**src/rtl/occ_params.svh**
```systemverilog
// constants for the operator console control block
`ifndef OCC_PARAMS_SVH
`define OCC_PARAMS_SVH

// ==========================================================
// timing
`define OCC_CLK_MHZ 100
`define OCC_DEBOUNCE_US 5000

// ==========================================================
// register offsets and fields
`define OCC_OFS_CTRL 4'h0
`define OCC_OFS_STATUS 4'h4
`define OCC_RST_CTRL 32'h0000_0000
`define OCC_CTRL_INTEN_BIT 0
`define OCC_ST_STATE_LSB 0
`define OCC_ST_HALT_BIT 2
`define OCC_ST_PARITY_BIT 3
`define OCC_ST_INTEN_BIT 4
`define OCC_ST_STOP_BIT 5
`define OCC_ST_BREAK_LSB 8

// ==========================================================
// processor constants
`define OCC_OP_HALT 6'h00
`define OCC_OP_SKIP 6'h20
`define OCC_FILL_ADDR 14'h0002
`define OCC_FILL_INDEX 24'hFFFFFA

// ==========================================================
// display selector positions
`define OCC_SEL_INSTR 2'h0
`define OCC_SEL_ACC 2'h1
`define OCC_SEL_EXT 2'h2
`define OCC_SEL_INDEX 2'h3

`endif

```
**src/rtl/occ_pkg.sv**
```systemverilog
// types for the operator console control block
package occ_pkg;

  // processor run state seen from the console
  typedef enum logic [1:0] {
    OCC_RUN,
    OCC_IDLE,
    OCC_STEP
  } occ_run_t;

endpackage

```
**src/rtl/occ_debounce.sv**
```systemverilog
// synchroniser and sampling debouncer for panel switches
`timescale 1ns/100ps
`default_nettype none
module occ_debounce #(
  parameter int WIDTH = 8,
  parameter int SAMPLE_CYCLES = 500000
) (
  // clock and reset
  input wire logic sysClk,
  input wire logic rstN,
  // raw contacts
  input wire logic [WIDTH-1:0] rawIn,
  // cleaned levels and press pulses
  output logic [WIDTH-1:0] level,
  output logic [WIDTH-1:0] press
);

  localparam int CW = (SAMPLE_CYCLES > 1) ? $clog2(SAMPLE_CYCLES) : 1;

  logic [WIDTH-1:0] sync1_q;
  logic [WIDTH-1:0] sync2_q;
  logic [WIDTH-1:0] samp_q;
  logic [WIDTH-1:0] level_q;
  logic [WIDTH-1:0] level_d;
  logic [WIDTH-1:0] press_q;
  logic [CW-1:0] div_q;
  logic tick;

  // ==========================================================
  // two-stage synchroniser, first stage feeds only the second
  always_ff @(posedge sysClk or negedge rstN) begin
    if (!rstN) begin
      sync1_q <= '0;
      sync2_q <= '0;
    end else begin
      sync1_q <= rawIn;
      sync2_q <= sync1_q;
    end
  end

  // ==========================================================
  // shared sample-rate divider
  assign tick = (div_q == CW'(SAMPLE_CYCLES - 1));

  always_ff @(posedge sysClk or negedge rstN) begin
    if (!rstN) begin
      div_q <= '0;
    end else if (tick) begin
      div_q <= '0;
    end else begin
      div_q <= div_q + 1'b1;
    end
  end

  // accept a bit only when two samples in a row agree
  always_comb begin
    level_d = level_q;
    if (tick) begin
      level_d = (level_q & (samp_q ^ sync2_q)) | (sync2_q & ~(samp_q ^ sync2_q));
    end
  end

  // ==========================================================
  // sample store, level and one-cycle press pulse
  always_ff @(posedge sysClk or negedge rstN) begin
    if (!rstN) begin
      samp_q <= '0;
      level_q <= '0;
      press_q <= '0;
    end else begin
      if (tick) begin
        samp_q <= sync2_q;
      end
      level_q <= level_d;
      press_q <= level_d & ~level_q;
    end
  end

  assign level = level_q;
  assign press = press_q;

endmodule
`default_nettype wire

```
**src/rtl/occ_console.sv**
```systemverilog
// operator console control: panel switches acting on the processor
//
// Operation
// - clear while idle zeroes every bit of the displayed register
// - an entry switch while idle sets its bit in the displayed register
// - toggle at run lets the processor run continuously
// - toggle at idle stops the processor after each instruction fetch
// - a step executes the held instruction once, then back to idle
// - one step per actuation; toggle must return to idle first
// - hold switch up keeps the program counter from advancing
// - parity action halt: a parity error forces idle
// - parity action continue: a parity error leaves the run state alone
// - interrupt switch at enable forces the interrupt system enabled
// - four breakpoint switches readable by the skip instruction, opcode 40
// - start resets the buffer, clears program counter, executes halt
// - fill reads one word into location 0002 and executes it
// - fill loads the index register with octal 77777772 at once
// - display shows instruction, accumulator, extension or index register
// - parity lamp lights on an error until the toggle is at idle
// - halt lamp on when halt executes, off on any other instruction
`timescale 1ns/100ps
`default_nettype none
`include "occ_params.svh"
module occ_console
  import occ_pkg::*;
#(
  parameter int DEB_CYCLES = `OCC_DEBOUNCE_US * `OCC_CLK_MHZ,
  parameter int WORD_W = 24
) (
  // clock and reset
  input wire logic sys_clk,
  input wire logic rst_n,
  // panel switches
  input wire logic [WORD_W-1:0] entrySw,
  input wire logic clearBtn,
  input wire logic runSw,
  input wire logic stepSw,
  input wire logic holdSw,
  input wire logic parityHaltSw,
  input wire logic intEnableSw,
  input wire logic [3:0] breakSw,
  input wire logic startBtn,
  input wire logic fillBtn,
  input wire logic [1:0] selSw,
  // processor status
  input wire logic execDone,
  input wire logic [5:0] execOpcode,
  input wire logic parityErr,
  input wire logic [WORD_W-1:0] instReg,
  input wire logic [WORD_W-1:0] accReg,
  input wire logic [WORD_W-1:0] extReg,
  input wire logic [WORD_W-1:0] idxReg,
  input wire logic skipQuery,
  input wire logic [1:0] skipSel,
  // processor control
  output logic execGo,
  output logic pcHold,
  output logic pcClear,
  output logic bufReset,
  output logic injectHalt,
  output logic [5:0] injectOpcode,
  output logic fillReq,
  output logic [13:0] fillAddr,
  output logic idxLoad,
  output logic [WORD_W-1:0] idxValue,
  output logic regWr,
  output logic [1:0] regWrSel,
  output logic [WORD_W-1:0] regWrData,
  output logic intEnabled,
  output logic skipAck,
  output logic skipNotSet,
  // panel indicators
  output logic [WORD_W-1:0] display,
  output logic haltLamp,
  output logic parityLamp,
  // register port
  input wire logic [3:0] regAddr,
  input wire logic [31:0] regWData,
  input wire logic regWrEn,
  input wire logic regRdEn,
  output logic [31:0] regRData
);

  localparam int NSW = WORD_W + 14;
  localparam int I_CLR = WORD_W;
  localparam int I_RUN = WORD_W + 1;
  localparam int I_STEP = WORD_W + 2;
  localparam int I_HOLD = WORD_W + 3;
  localparam int I_PAR = WORD_W + 4;
  localparam int I_INT = WORD_W + 5;
  localparam int I_START = WORD_W + 6;
  localparam int I_FILL = WORD_W + 7;
  localparam int I_BRK = WORD_W + 8;
  localparam int I_SEL = WORD_W + 12;

  logic [1:0] rstSync_q;
  logic rstN;
  logic [NSW-1:0] swLvl;
  logic [NSW-1:0] swPress;
  logic runLvl;
  logic stepLvl;
  logic toggleIdle;
  logic stepTake;
  logic parHalt;
  logic [1:0] selLvl;
  logic [WORD_W-1:0] entryP;
  logic [WORD_W-1:0] dispMux;
  occ_run_t state_q;
  occ_run_t state_d;
  logic stepArmed_q;
  logic stopLatch_q;
  logic regWr_q;
  logic [1:0] regWrSel_q;
  logic [WORD_W-1:0] regWrData_q;
  logic [WORD_W-1:0] display_q;
  logic pcHold_q;
  logic startPulse_q;
  logic fillPulse_q;
  logic haltLamp_q;
  logic parityLamp_q;
  logic intEn_q;
  logic skipAck_q;
  logic skipNotSet_q;
  logic [31:0] ctrl_q;
  logic [31:0] rdata_q;

  // ==========================================================
  // reset release through two flip-flops
  always_ff @(posedge sys_clk or negedge rst_n) begin
    if (!rst_n) begin
      rstSync_q <= 2'h0;
    end else begin
      rstSync_q <= {rstSync_q[0], 1'b1};
    end
  end

  assign rstN = rstSync_q[1];

  // ==========================================================
  // switch cleanup, one debouncer for the whole panel
  occ_debounce #(
    .WIDTH(NSW),
    .SAMPLE_CYCLES(DEB_CYCLES)
  ) u_debounce (
    .sysClk(sys_clk),
    .rstN(rstN),
    .rawIn({selSw, breakSw, fillBtn, startBtn, intEnableSw, parityHaltSw,
            holdSw, stepSw, runSw, clearBtn, entrySw}),
    .level(swLvl),
    .press(swPress)
  );

  assign runLvl = swLvl[I_RUN];
  assign stepLvl = swLvl[I_STEP];
  assign parHalt = swLvl[I_PAR];
  assign selLvl = swLvl[I_SEL +: 2];
  assign entryP = swPress[WORD_W-1:0];
  assign toggleIdle = !runLvl && !stepLvl;

  // status code of the run state for software
  function automatic logic [1:0] runCode(input occ_run_t s);
    case (s)
      OCC_RUN: runCode = 2'h1;
      OCC_STEP: runCode = 2'h2;
      default: runCode = 2'h0;
    endcase
  endfunction

  // ==========================================================
  // register chosen by the rotary selector
  always_comb begin
    case (selLvl)
      `OCC_SEL_INSTR: dispMux = instReg;
      `OCC_SEL_ACC: dispMux = accReg;
      `OCC_SEL_EXT: dispMux = extReg;
      default: dispMux = idxReg;
    endcase
  end

  always_ff @(posedge sys_clk or negedge rstN) begin
    if (!rstN) begin
      display_q <= '0;
    end else begin
      display_q <= dispMux;
    end
  end

  // ==========================================================
  // step arming: must see the toggle back at idle before the next step
  assign stepTake = swPress[I_STEP] && stepArmed_q && (state_q == OCC_IDLE);

  always_ff @(posedge sys_clk or negedge rstN) begin
    if (!rstN) begin
      stepArmed_q <= 1'b0;
    end else if (toggleIdle) begin
      stepArmed_q <= 1'b1;
    end else if (stepTake) begin
      stepArmed_q <= 1'b0;
    end
  end

  // parity stop holds idle until the toggle returns to idle, set wins
  always_ff @(posedge sys_clk or negedge rstN) begin
    if (!rstN) begin
      stopLatch_q <= 1'b0;
    end else if (parityErr && parHalt) begin
      stopLatch_q <= 1'b1;
    end else if (toggleIdle) begin
      stopLatch_q <= 1'b0;
    end
  end

  // ==========================================================
  // run state machine
  always_comb begin
    state_d = state_q;
    if (swPress[I_START]) begin
      state_d = OCC_IDLE;
    end else if (parityErr && parHalt) begin
      state_d = OCC_IDLE;
    end else begin
      // with continue selected a parity error is not looked at here
      case (state_q)
        OCC_RUN: begin
          if (!runLvl) begin
            state_d = OCC_IDLE;
          end
        end
        OCC_IDLE: begin
          if (stepTake) begin
            state_d = OCC_STEP;
          end else if (runLvl && !stopLatch_q) begin
            state_d = OCC_RUN;
          end
        end
        OCC_STEP: begin
          if (execDone) begin
            state_d = OCC_IDLE;
          end
        end
        default: state_d = OCC_IDLE;
      endcase
    end
  end

  always_ff @(posedge sys_clk or negedge rstN) begin
    if (!rstN) begin
      state_q <= OCC_IDLE;
    end else begin
      state_q <= state_d;
    end
  end

  // processor may execute the fetched word only outside idle
  assign execGo = (state_q != OCC_IDLE);

  // ==========================================================
  // clear and entry switches write the displayed register when idle
  always_ff @(posedge sys_clk or negedge rstN) begin
    if (!rstN) begin
      regWr_q <= 1'b0;
      regWrSel_q <= 2'h0;
      regWrData_q <= '0;
    end else begin
      regWr_q <= 1'b0;
      if (state_q == OCC_IDLE && (swPress[I_CLR] || (|entryP))) begin
        regWr_q <= 1'b1;
        regWrSel_q <= selLvl;
        if (swPress[I_CLR]) begin
          regWrData_q <= '0;
        end else begin
          regWrData_q <= dispMux | entryP;
        end
      end
    end
  end

  // ==========================================================
  // hold, start and fill actions
  always_ff @(posedge sys_clk or negedge rstN) begin
    if (!rstN) begin
      pcHold_q <= 1'b0;
      startPulse_q <= 1'b0;
      fillPulse_q <= 1'b0;
    end else begin
      pcHold_q <= swLvl[I_HOLD];
      startPulse_q <= swPress[I_START];
      fillPulse_q <= swPress[I_FILL];
    end
  end

  assign injectOpcode = `OCC_OP_HALT;
  assign fillAddr = `OCC_FILL_ADDR;
  assign idxValue = `OCC_FILL_INDEX;

  // ==========================================================
  // indicators, a new error wins over the idle clear
  always_ff @(posedge sys_clk or negedge rstN) begin
    if (!rstN) begin
      haltLamp_q <= 1'b0;
      parityLamp_q <= 1'b0;
    end else begin
      if (execDone) begin
        haltLamp_q <= (execOpcode == `OCC_OP_HALT);
      end
      if (parityErr) begin
        parityLamp_q <= 1'b1;
      end else if (toggleIdle) begin
        parityLamp_q <= 1'b0;
      end
    end
  end

  // ==========================================================
  // interrupt enable and breakpoint skip test
  always_ff @(posedge sys_clk or negedge rstN) begin
    if (!rstN) begin
      intEn_q <= 1'b0;
      skipAck_q <= 1'b0;
      skipNotSet_q <= 1'b0;
    end else begin
      intEn_q <= swLvl[I_INT] || ctrl_q[`OCC_CTRL_INTEN_BIT];
      skipAck_q <= skipQuery && (execOpcode == `OCC_OP_SKIP);
      skipNotSet_q <= !swLvl[I_BRK + 32'(skipSel)];
    end
  end

  // ==========================================================
  // register port: control write, status read
  always_ff @(posedge sys_clk or negedge rstN) begin
    if (!rstN) begin
      ctrl_q <= `OCC_RST_CTRL;
      rdata_q <= 32'h0;
    end else begin
      if (regWrEn && regAddr == `OCC_OFS_CTRL) begin
        ctrl_q <= {31'h0, regWData[`OCC_CTRL_INTEN_BIT]};
      end
      rdata_q <= 32'h0;
      if (regRdEn && regAddr == `OCC_OFS_CTRL) begin
        rdata_q <= ctrl_q;
      end else if (regRdEn && regAddr == `OCC_OFS_STATUS) begin
        rdata_q[`OCC_ST_STATE_LSB +: 2] <= runCode(state_q);
        rdata_q[`OCC_ST_HALT_BIT] <= haltLamp_q;
        rdata_q[`OCC_ST_PARITY_BIT] <= parityLamp_q;
        rdata_q[`OCC_ST_INTEN_BIT] <= intEn_q;
        rdata_q[`OCC_ST_STOP_BIT] <= stopLatch_q;
        rdata_q[`OCC_ST_BREAK_LSB +: 4] <= swLvl[I_BRK +: 4];
      end
    end
  end

  // ==========================================================
  // outputs
  assign pcHold = pcHold_q;
  assign pcClear = startPulse_q;
  assign bufReset = startPulse_q;
  assign injectHalt = startPulse_q;
  assign fillReq = fillPulse_q;
  assign idxLoad = fillPulse_q;
  assign regWr = regWr_q;
  assign regWrSel = regWrSel_q;
  assign regWrData = regWrData_q;
  assign intEnabled = intEn_q;
  assign skipAck = skipAck_q;
  assign skipNotSet = skipNotSet_q;
  assign display = display_q;
  assign haltLamp = haltLamp_q;
  assign parityLamp = parityLamp_q;
  assign regRData = rdata_q;

  // ==========================================================
  // checks
  property p_clear_zero;
    @(posedge sys_clk) disable iff (!rstN)
    (swPress[I_CLR] && state_q == OCC_IDLE) |=> (regWr && regWrData == '0);
  endproperty
  a_clear_zero: assert property (p_clear_zero) else $error("clear did not zero");

  property p_entry_set;
    @(posedge sys_clk) disable iff (!rstN)
    ((|entryP) && !swPress[I_CLR] && state_q == OCC_IDLE) |=>
      (regWr && regWrData == ($past(dispMux) | $past(entryP)));
  endproperty
  a_entry_set: assert property (p_entry_set) else $error("entry bit not set");

  property p_busy_ignore;
    @(posedge sys_clk) disable iff (!rstN)
    (state_q != OCC_IDLE) |=> !regWr;
  endproperty
  a_busy_ignore: assert property (p_busy_ignore) else $error("write while busy");

  property p_run_go;
    @(posedge sys_clk) disable iff (!rstN)
    (state_q == OCC_IDLE && runLvl && !stopLatch_q && !stepTake && !swPress[I_START]
      && !(parityErr && parHalt)) |=> execGo;
  endproperty
  a_run_go: assert property (p_run_go) else $error("run not entered");

  property p_idle_stop;
    @(posedge sys_clk) disable iff (!rstN)
    (!runLvl && state_q != OCC_STEP && !stepTake) |=> !execGo;
  endproperty
  a_idle_stop: assert property (p_idle_stop) else $error("executing in idle");

  property p_step_once;
    @(posedge sys_clk) disable iff (!rstN)
    (state_q == OCC_STEP && execDone && !swPress[I_START]) |=>
      !execGo ##1 (!execGo || $past(runLvl) || $past(stepTake));
  endproperty
  a_step_once: assert property (p_step_once) else $error("step did not return");

  property p_step_armed;
    @(posedge sys_clk) disable iff (!rstN)
    (state_q == OCC_IDLE && !stepArmed_q && !runLvl) |=> state_q != OCC_STEP;
  endproperty
  a_step_armed: assert property (p_step_armed) else $error("unarmed step");

  property p_hold;
    @(posedge sys_clk) disable iff (!rstN)
    swLvl[I_HOLD] |=> pcHold;
  endproperty
  a_hold: assert property (p_hold) else $error("hold not passed");

  property p_par_halt;
    @(posedge sys_clk) disable iff (!rstN)
    (parityErr && parHalt) |=> (state_q == OCC_IDLE && parityLamp);
  endproperty
  a_par_halt: assert property (p_par_halt) else $error("parity did not halt");

  property p_int_force;
    @(posedge sys_clk) disable iff (!rstN)
    swLvl[I_INT] |=> intEnabled;
  endproperty
  a_int_force: assert property (p_int_force) else $error("interrupt not forced");

  property p_start;
    @(posedge sys_clk) disable iff (!rstN)
    swPress[I_START] |=> (pcClear && bufReset && injectHalt && injectOpcode == 6'h00);
  endproperty
  a_start: assert property (p_start) else $error("start actions missing");

  property p_fill;
    @(posedge sys_clk) disable iff (!rstN)
    swPress[I_FILL] |=> (fillReq && idxLoad && idxValue == 24'hFFFFFA && fillAddr == 14'h0002);
  endproperty
  a_fill: assert property (p_fill) else $error("fill actions missing");

  property p_halt_lamp;
    @(posedge sys_clk) disable iff (!rstN)
    execDone |=> (haltLamp == ($past(execOpcode) == 6'h00));
  endproperty
  a_halt_lamp: assert property (p_halt_lamp) else $error("halt lamp wrong");

  c_step: cover property (@(posedge sys_clk) disable iff (!rstN)
    state_q == OCC_IDLE ##1 state_q == OCC_STEP ##[1:20] state_q == OCC_IDLE);
  c_run: cover property (@(posedge sys_clk) disable iff (!rstN)
    state_q == OCC_IDLE ##1 state_q == OCC_RUN);
  c_parity: cover property (@(posedge sys_clk) disable iff (!rstN)
    state_q == OCC_RUN && parityErr && parHalt);
  c_fill: cover property (@(posedge sys_clk) disable iff (!rstN) fillReq);

endmodule
`default_nettype wire

```
**config.mk**
```make
export PLATFORM = sky130hd
export DESIGN_NAME = occ_console
export DESIGN_NICKNAME = d
export VERILOG_FILES = /design/src/rtl/occ_pkg.sv /design/src/rtl/occ_debounce.sv /design/src/rtl/occ_console.sv
export VERILOG_INCLUDE_DIRS = /design/src /design/src/rtl
export SDC_FILE = /design/constraint.sdc
export NUM_CORES = 1
export LEC_CHECK = 0
export ABC_AREA = 1
export BUFFER_PORTS_ARGS = -buffer_cell sky130_fd_sc_hd__buf_2
export CORE_MARGIN = 5
export CORE_UTILIZATION = 30
export DETAILED_ROUTE_END_ITERATION = 7
export PLACE_DENSITY = 0.52
export SYNTH_ARGS = -nofsm -noshare
export SYNTH_HDL_FRONTEND = slang
export SYNTH_SLANG_ARGS = --single-unit
```
**constraint.sdc**
```tcl
create_clock -name sys_clk -period 9.1 [get_ports sys_clk]
set_clock_uncertainty 0.2 [all_clocks]
set_input_delay 1.365 -clock sys_clk [delete_from_list [all_inputs] [get_ports sys_clk]]
set_output_delay 1.365 -clock sys_clk [all_outputs]
set_load 0.02 [all_outputs]
```
==> summary.md, run 1 <==
| Metric | Value |
|---|---|
| Run status | complete, no violations |
| CP Cell Sequence | inv_1 > nor2_1 > inv_1 > buf_2 |
| Clock root buffer | clkbuf_16 |
| Longest Clk Path Bufs | 3 |
| Syn-to-layout area delta | 21.0% |
| VDD IR max | 0.123 mV |
| Initial core utilization | 30.2% |
| Commonest non-fill, non-tap cell in the layout | nand2_1 |
| Hold buffer count at cts | 0 |
| Power Density | 189 nW/um^2 |
| Crit path max fanout | 4 |
| Avg Cell Area, Syn | around 9.1 sq um |
| Worst endpoint data arrival time | 1900 ps |
| ANT nets after route | 0 |
| Setup TNS Final | 0 ps |
| Crit path capture type | output port |
| Post-synthesis cell type count | 34 |
| CTS tree | yes |
| Rel. slew slack | between 20% and 30% |
| DP HPWL | 20600 um |
| Worst Max-Slew Pin Slew | 1110 ps |
| Die Y | between 200 and 250 um |
| Area of the mapped netlist | between 10000 and 15000 sq um |
| Yosys reg bits | 275 |
| DR DRC count | 0 |
| Post-cts repair resize count | 0 |
| RSZ-0062 raised after global routing | false |
| Io pins | approximately 320 |
| Global placement routability congestion | 0.829 |
| Fill count | 4034 |
| DIE AREA | ~43000 sq um |
| Req. time, crit path | 7540 ps |
| DR vias/cell | between 4 and 5 |
| WP buf/inv | 3 |
| Leakage | 0.00698 uW |
| First-pass GRT wire length | 46500 um |
| MaxCap Viol Count | 0 |
| Core Area | 38600 sq um |
| Antenna cell count | 0 |
| GRT Resource Usage Total | between 10% and 20% |
| Die W | ~210 um |
| Setup violators final | 0 |
| Most frequent cells in the layout | nand2_1 (353), dfrtp_1 (273), buf_2 (226) |
| Routed WL | 29000 um |
| Share of cells above drive strength 1 | 22.2% |
| Floorplan row count | 72 |
| Count of final hold-check violations | 0 |
| Final period util | 38.1% |
| Total grt overflow | 0 |
| TritonCTS Sinks | 275 |
| Setup bufs post-CTS | 0 |
| Slowest cell on crit path | dfstp_2 |
| Max Freq | 289 MHz |
| Total vias in the final route | 8620 |
| Vias in the first global route | approximately 8.5k |
| Pre-Repair DR Iteration Count | 5 |
| Most common cell on crit path | inv_1 |
| Slowest stage delay, CP | 520 ps |
| H-tree depth | 1 |
| Final max-slew violation count | 0 |
| Largest net degree at the start of global routing | 171 |
| Syn. warnings | 0 |
| Hold WS | roughly 140 ps |
| Antenna violations before repair | 0 |
| CP top delay family | flip-flops |
| Synthesized instance count | around 1.3k |
| CP Class | reg2out |
| Sequential share of the synthesized area | about three fifths |
| Tmin final | 3460 ps |
| DR iter-0 viols | 564 |
| Buffers on Ports | 226 |
| Nets | between 1.5k and 2k |
| Crit start category | flop |
| Worst skew pair latency | 560 ps |
| Wirelength per Cell | 14.2 um |
| CTS Buf Count | 31 |
| Clock-pin slew on the worst setup and hold paths | 60 ps |
| HP Class | reg2reg |
[area by class of cell]
class	instances	area [sq um]	area share, %
well taps	518	648	4.60
inverters	132	497	3.53
repair buffers	235	1210	8.60
clock inverters	11	138	0.977
clock buffers	46	922	6.55
multi-input cells	822	3790	26.9
flip-flops and latches	275	6890	48.9
[report_power, final]
part	internal (uW)	total, uW	switching [uW]
clock	782	1280	497
sequential	1250	1270	16.6
combinational	38.3	120	81.5
[sequential cells by signal (all words and copies together) (netlist names), 2 cells and up, named ones only]
signal	count
rstSync_q	2
u_debounce.samp_q	38
u_debounce.sync1_q	38
u_debounce.sync2_q	38
regWrData	24
display	24
regRData	10
u_debounce.level	28
state_q	2
u_debounce.press	28
u_debounce.div_q	19
regWrSel	2
[cell usage after synthesis, drive strengths merged]
library cell	instances	area [sq um]
o22ai	1	6.26
xor2	5	43.8
a31oi	1	6.26
a21oi	27	135
conb	2	7.51
nand4	14	87.6
nand3	64	325
nor3	35	288
clkbuf	18	67.6
buf	92	666
nand2	355	1340
xnor2	3	26.3
nor2	104	410
dfrtp	274	6860
inv	131	492
dfstp	1	26.3
o21a	28	210
nand3b	3	22.5
o21ai	84	424
clkinv	1	5.00
or2	28	175
and2	1	6.26
o21bai	1	7.51
ha	1	12.5
[metal layers]
layer	global-route usage (%)	wire, um	vias to the layer above
met5	0	0	-
met4	3.58	519	0
met3	3.01	1750	37
met2	21.9	13700	219
met1	17.5	13000	4064
li1	-	-	4300
[metrics by stage]
step | instance area (sq um) | power [uW] | cells | util [%] | setup slack [ps]
after floorplan | 11900 | 1370 | 1339 | - | 670
after global placement | 13000 | 1410 | 1982 | 33.8 | 6170
after detailed placement | 13000 | 1410 | 1982 | 33.8 | 6110
after CTS | 14100 | 2720 | 2039 | 36.5 | 5570
after global routing | 14100 | 2780 | 2039 | 36.5 | 5530
final | 14100 | 2660 | 2039 | 36.5 | 5640
[logic make-up after synthesis]
logic type | Yosys count | share of synthesized area (%)
AO/OA/AOI/OAI | 142 | 6.78
XOR/XNOR | 8 | 0.602
adder cells (fa/ha/maj) | 1 | 0.107
buffers and inverters | 242 | 10.6
flip-flops | 275 | 59.1
other | 2 | 0.0645
AND/OR/NAND/NOR | 604 | 22.8
[worst paths after layout]
path | from | end | slack [ps] | cells after the start
worst max-delay path | state_q[0]$_DFFE_PN1P_ | execGo | 5640 | 4
worst min-delay path | u_debounce.sync1_q[30]$_DFF_PN0_ | u_debounce.sync2_q[30]$_DFF_PN0_ | 140 | 0
worst max register to register | u_debounce.div_q[0]$_DFF_PN0_ | u_debounce.samp_q[29]$_DFFE_PN0N_ | 6200 | 9
worst min register to register | u_debounce.sync1_q[30]$_DFF_PN0_ | u_debounce.sync2_q[30]$_DFF_PN0_ | 140 | 0
max in group asynchronous | rstSync_q[1]$_DFF_PN0_ | u_debounce.sync2_q[29]$_DFF_PN0_ | 7080 | 1
min in group asynchronous | rstSync_q[1]$_DFF_PN0_ | u_debounce.sync1_q[9]$_DFF_PN0_ | 170 | 0
No activity file was read; power rests on OpenSTA's default activity.
==> run 2, diff against run 1 <==
- ABC_AREA: 1 -> 0
- PLACE_DENSITY: 0.52 -> 0.54
- clock period: 9.1 -> 2.8 ns (I/O delays scaled with it)
==> run 2 against run 1 <==
Global-route usage down 0.74 points. Core utilization up 2.7 points. Largest power group is now sequential cells. Count of clock-buffer cells in the layout down 3. Combinational power rose to 3.8 times the previous value. Final cell count down 21%. Via count down 17%. Synthesized cell count down 36%. Critical endpoint is now u_debounce.samp_q[33]$_DFFE_PN0N_. Largest cell class unchanged. Wire length down 12%.
==> summary.md, run 2 <==
| Metric | Value |
|---|---|
| Most frequent cell after synthesis | dfrtp_1 |
| Setup violators final | 0 |
| Clock root buffer | clkbuf_16 |
| Initial core utilization | 30.5% |
| Rel. slew slack | 58.5% |
| HP Class | in2reg |
| Crit path max fanout | 36 |
| Global placement routability congestion | 0.768 |
| Floorplan row count | 69 |
| DIE AREA | 40200 sq um |
| Die W | between 200 and 250 um |
| Antenna violations before repair | 1 |
| Leakage | about 0.0067 uW |
| Sequential share of the synthesized area | between 60 and 70% |
| CTS Buf Count | 31 |
| Synth area leader | dfrtp_1 |
| Setup TNS Final | 0 ps |
| Syn-to-layout area delta | 28.8% |
| First-pass GRT wire length | ~41000 um |
| Wirelength per Cell | 15.9 um |
| Post-synthesis cell type count | 41 |
| Dominant synthesized flop cell | dfrtp_1 |
| DP HPWL | around 17000 um |
| DR vias/cell | 4.44 |
| Final max-slew violation count | 0 |
| Util after Layout | 39.3% |
| Met2 GRT Util | 21.4% |
| Synth cell count leaders | dfrtp_1 (274), o21ai_0 (82), buf_4 (69) |
| Largest regs | u_debounce.samp_q: 38 flops, u_debounce.sync1_q: 38 flops, u_debounce.sync2_q: 38 flops |
| MaxCap Viol Count | 0 |
| VDD IR max | 0.456 mV |
| GRT Resource Usage Total | roughly an eighth |
| Count of final hold-check violations | 0 |
| Setup bufs post-CTS | 0 |
| CP Class | reg2reg |
| Number of flops mapped to enable cells by yosys | 0 |
| Power Density | 612 nW/um^2 |
| Total vias in the final route | 7128 |
| Tmin final | 2560 ps |
| Busiest grt layer | met2 |
| DR DRC count | 0 |
| Max Freq | 390 MHz |
| CP Cell Sequence | ha_1 > nand3_2 > or4_4 > or2_4 > buf_4 > mux2_1 |
| Area of the mapped netlist | 10900 sq um |
| Hold buffer count at cts | between 60 and 70 |
| Hold path cells | 3 |
| Total grt overflow | 0 |
| Crit path capture type | flop |
| Io pins | 324 |
| Share of cells above drive strength 1 | 34.7% |
| Vias in the first global route | 7512 |
| Post-synth top area share | 63.1% |
| Yosys reg bits | 275 |
| Worst endpoint data arrival time | ~2800 ps |
| Most frequent cells in the layout | dfrtp_1 (272), buf_2 (226), o21ai_0 (82) |
| H-tree depth | 1 |
| Pre-Repair DR Iteration Count | 4 |
| Req. time, crit path | 3030 ps |
| Buffers on Ports | around 230 |
| Routed WL | approximately 25000 um |
| Worst skew pair latency | between 500 and 600 ps |
| Crit start category | flop |
| Slowest cell on crit path | or4_4 |
| Met3 Usage GRT | 2.20% |
| Longest Clk Path Bufs | 3 |
| Nets | about 1.3k |
| Worst Max-Slew Pin Slew | 618 ps |
| Largest net degree at the start of global routing | 69 |
| TritonCTS Sinks | about 280 |
| Final period util | between 90% and 100% |
| Post-synth ARST share | 100% |
| CTS tree | yes |
| Avg Cell Area, Syn | 13.4 sq um |
| Syn. warnings | 0 |
| GR Util met1 | 16.2% |
| Slowest stage delay, CP | 540 ps |
| Synth area leaders | dfrtp_1 (63%), mux4_2 (5.2%), buf_4 (4.8%) |
| Worst-case reg-to-reg path depth | 6 |
| ANT nets after route | 0 |
| Post-cts repair resize count | 0 |
| DR iter-0 viols | ~300 |
| Synthesized instance count | approximately 810 |
| Core Area | 35700 sq um |
| RSZ-0062 raised after global routing | false |
| Commonest non-fill, non-tap cell in the layout | dfrtp_1 |
| Clock-pin slew on the worst setup and hold paths | 60 ps |
| Die Y | 200 um |
| Run status | complete, no violations |
-- run 2: changes by cell type after synthesis, sizes merged, moves of 28 or more --
cell,before,now
o21a,28,0
mux2,0,66
inv,131,4
o211ai,0,38
nor2,104,66
nand2,355,45
nand3,64,9
-- run 2: power breakdown --
group          switching (uW)  internal, uW
logic                     259           195
registers                46.8          4060
clock network            1620          2390
total                    1930          6640
-- run 2: through the flow --
stage | area, sq um | total power, uW | setup WS [ps] | hold WS [ps] | instances
2_1_floorplan | 11100 | 4440 | -149 | -75.6 | 879
3_3_place_gp | 12300 | 4560 | 289 | 6.43 | 1484
3_5_place_dp | 12300 | 4570 | 252 | 7.82 | 1484
4_1_cts | 14000 | 8700 | 223 | 0.354 | 1603
5_1_grt | 14000 | 8920 | 122 | 6.74 | 1604
6_report | 14000 | 8570 | 237 | 10.6 | 1604
-- run 2: cell families after synthesis --
group / after synthesis / synth area share, %
DFF: 275 / 63.3
and+or+nand+nor: 198 / 9.60
AOI/OAI and AO/OA: 124 / 6.69
buffers and inverters: 105 / 6.74
muxes: 94 / 12.3
xor gates and xnor gates: 15 / 1.21
other: 2 / 0.0691
adders and majority gates: 1 / 0.115
-- run 2: final cells by class --
cell class,count,area [sq um]
Antenna cell,1,2.50
Clock buffer,43,891
Clock inverter,12,124
Fill cell,3372,21700
Inverter,4,15.0
Multi-Input combinational cell,499,3520
Sequential cell,275,6890
Tap cell,461,577
Timing Repair Buffer,309,1990
-- run 2: worst paths after layout --
kind                                               startpoint                                 to  slack [ps]
worst max-delay path            u_debounce.div_q[0]$_DFF_PN0_  u_debounce.samp_q[33]$_DFFE_PN0N_         240
worst min-delay path                               skipSel[1]               skipNotSet$_DFF_PN0_          10
worst max register to register  u_debounce.div_q[0]$_DFF_PN0_  u_debounce.samp_q[33]$_DFFE_PN0N_         240
worst min register to register         rstSync_q[1]$_DFF_PN0_              display[20]$_DFF_PN0_         120
max in group asynchronous              rstSync_q[1]$_DFF_PN0_                          async pin        1500
min in group asynchronous              rstSync_q[1]$_DFF_PN0_              display[20]$_DFF_PN0_         120
-- run 2: routing by layer --
layer	vias to the layer above	routed length (um)
li1	3351	-
met4	0	748
met5	-	0
met1	3576	11200
met3	42	1070
met2	159	12400
-- run 2: critical path, delay by kind of cell, from the launching register on --
family | cells | cell delay [ps]
DFF | 1 | 390
muxes | 1 | 360
adders and majority gates | 1 | 230
buffers and inverters | 1 | 280
and+or+nand+nor | 3 | 960
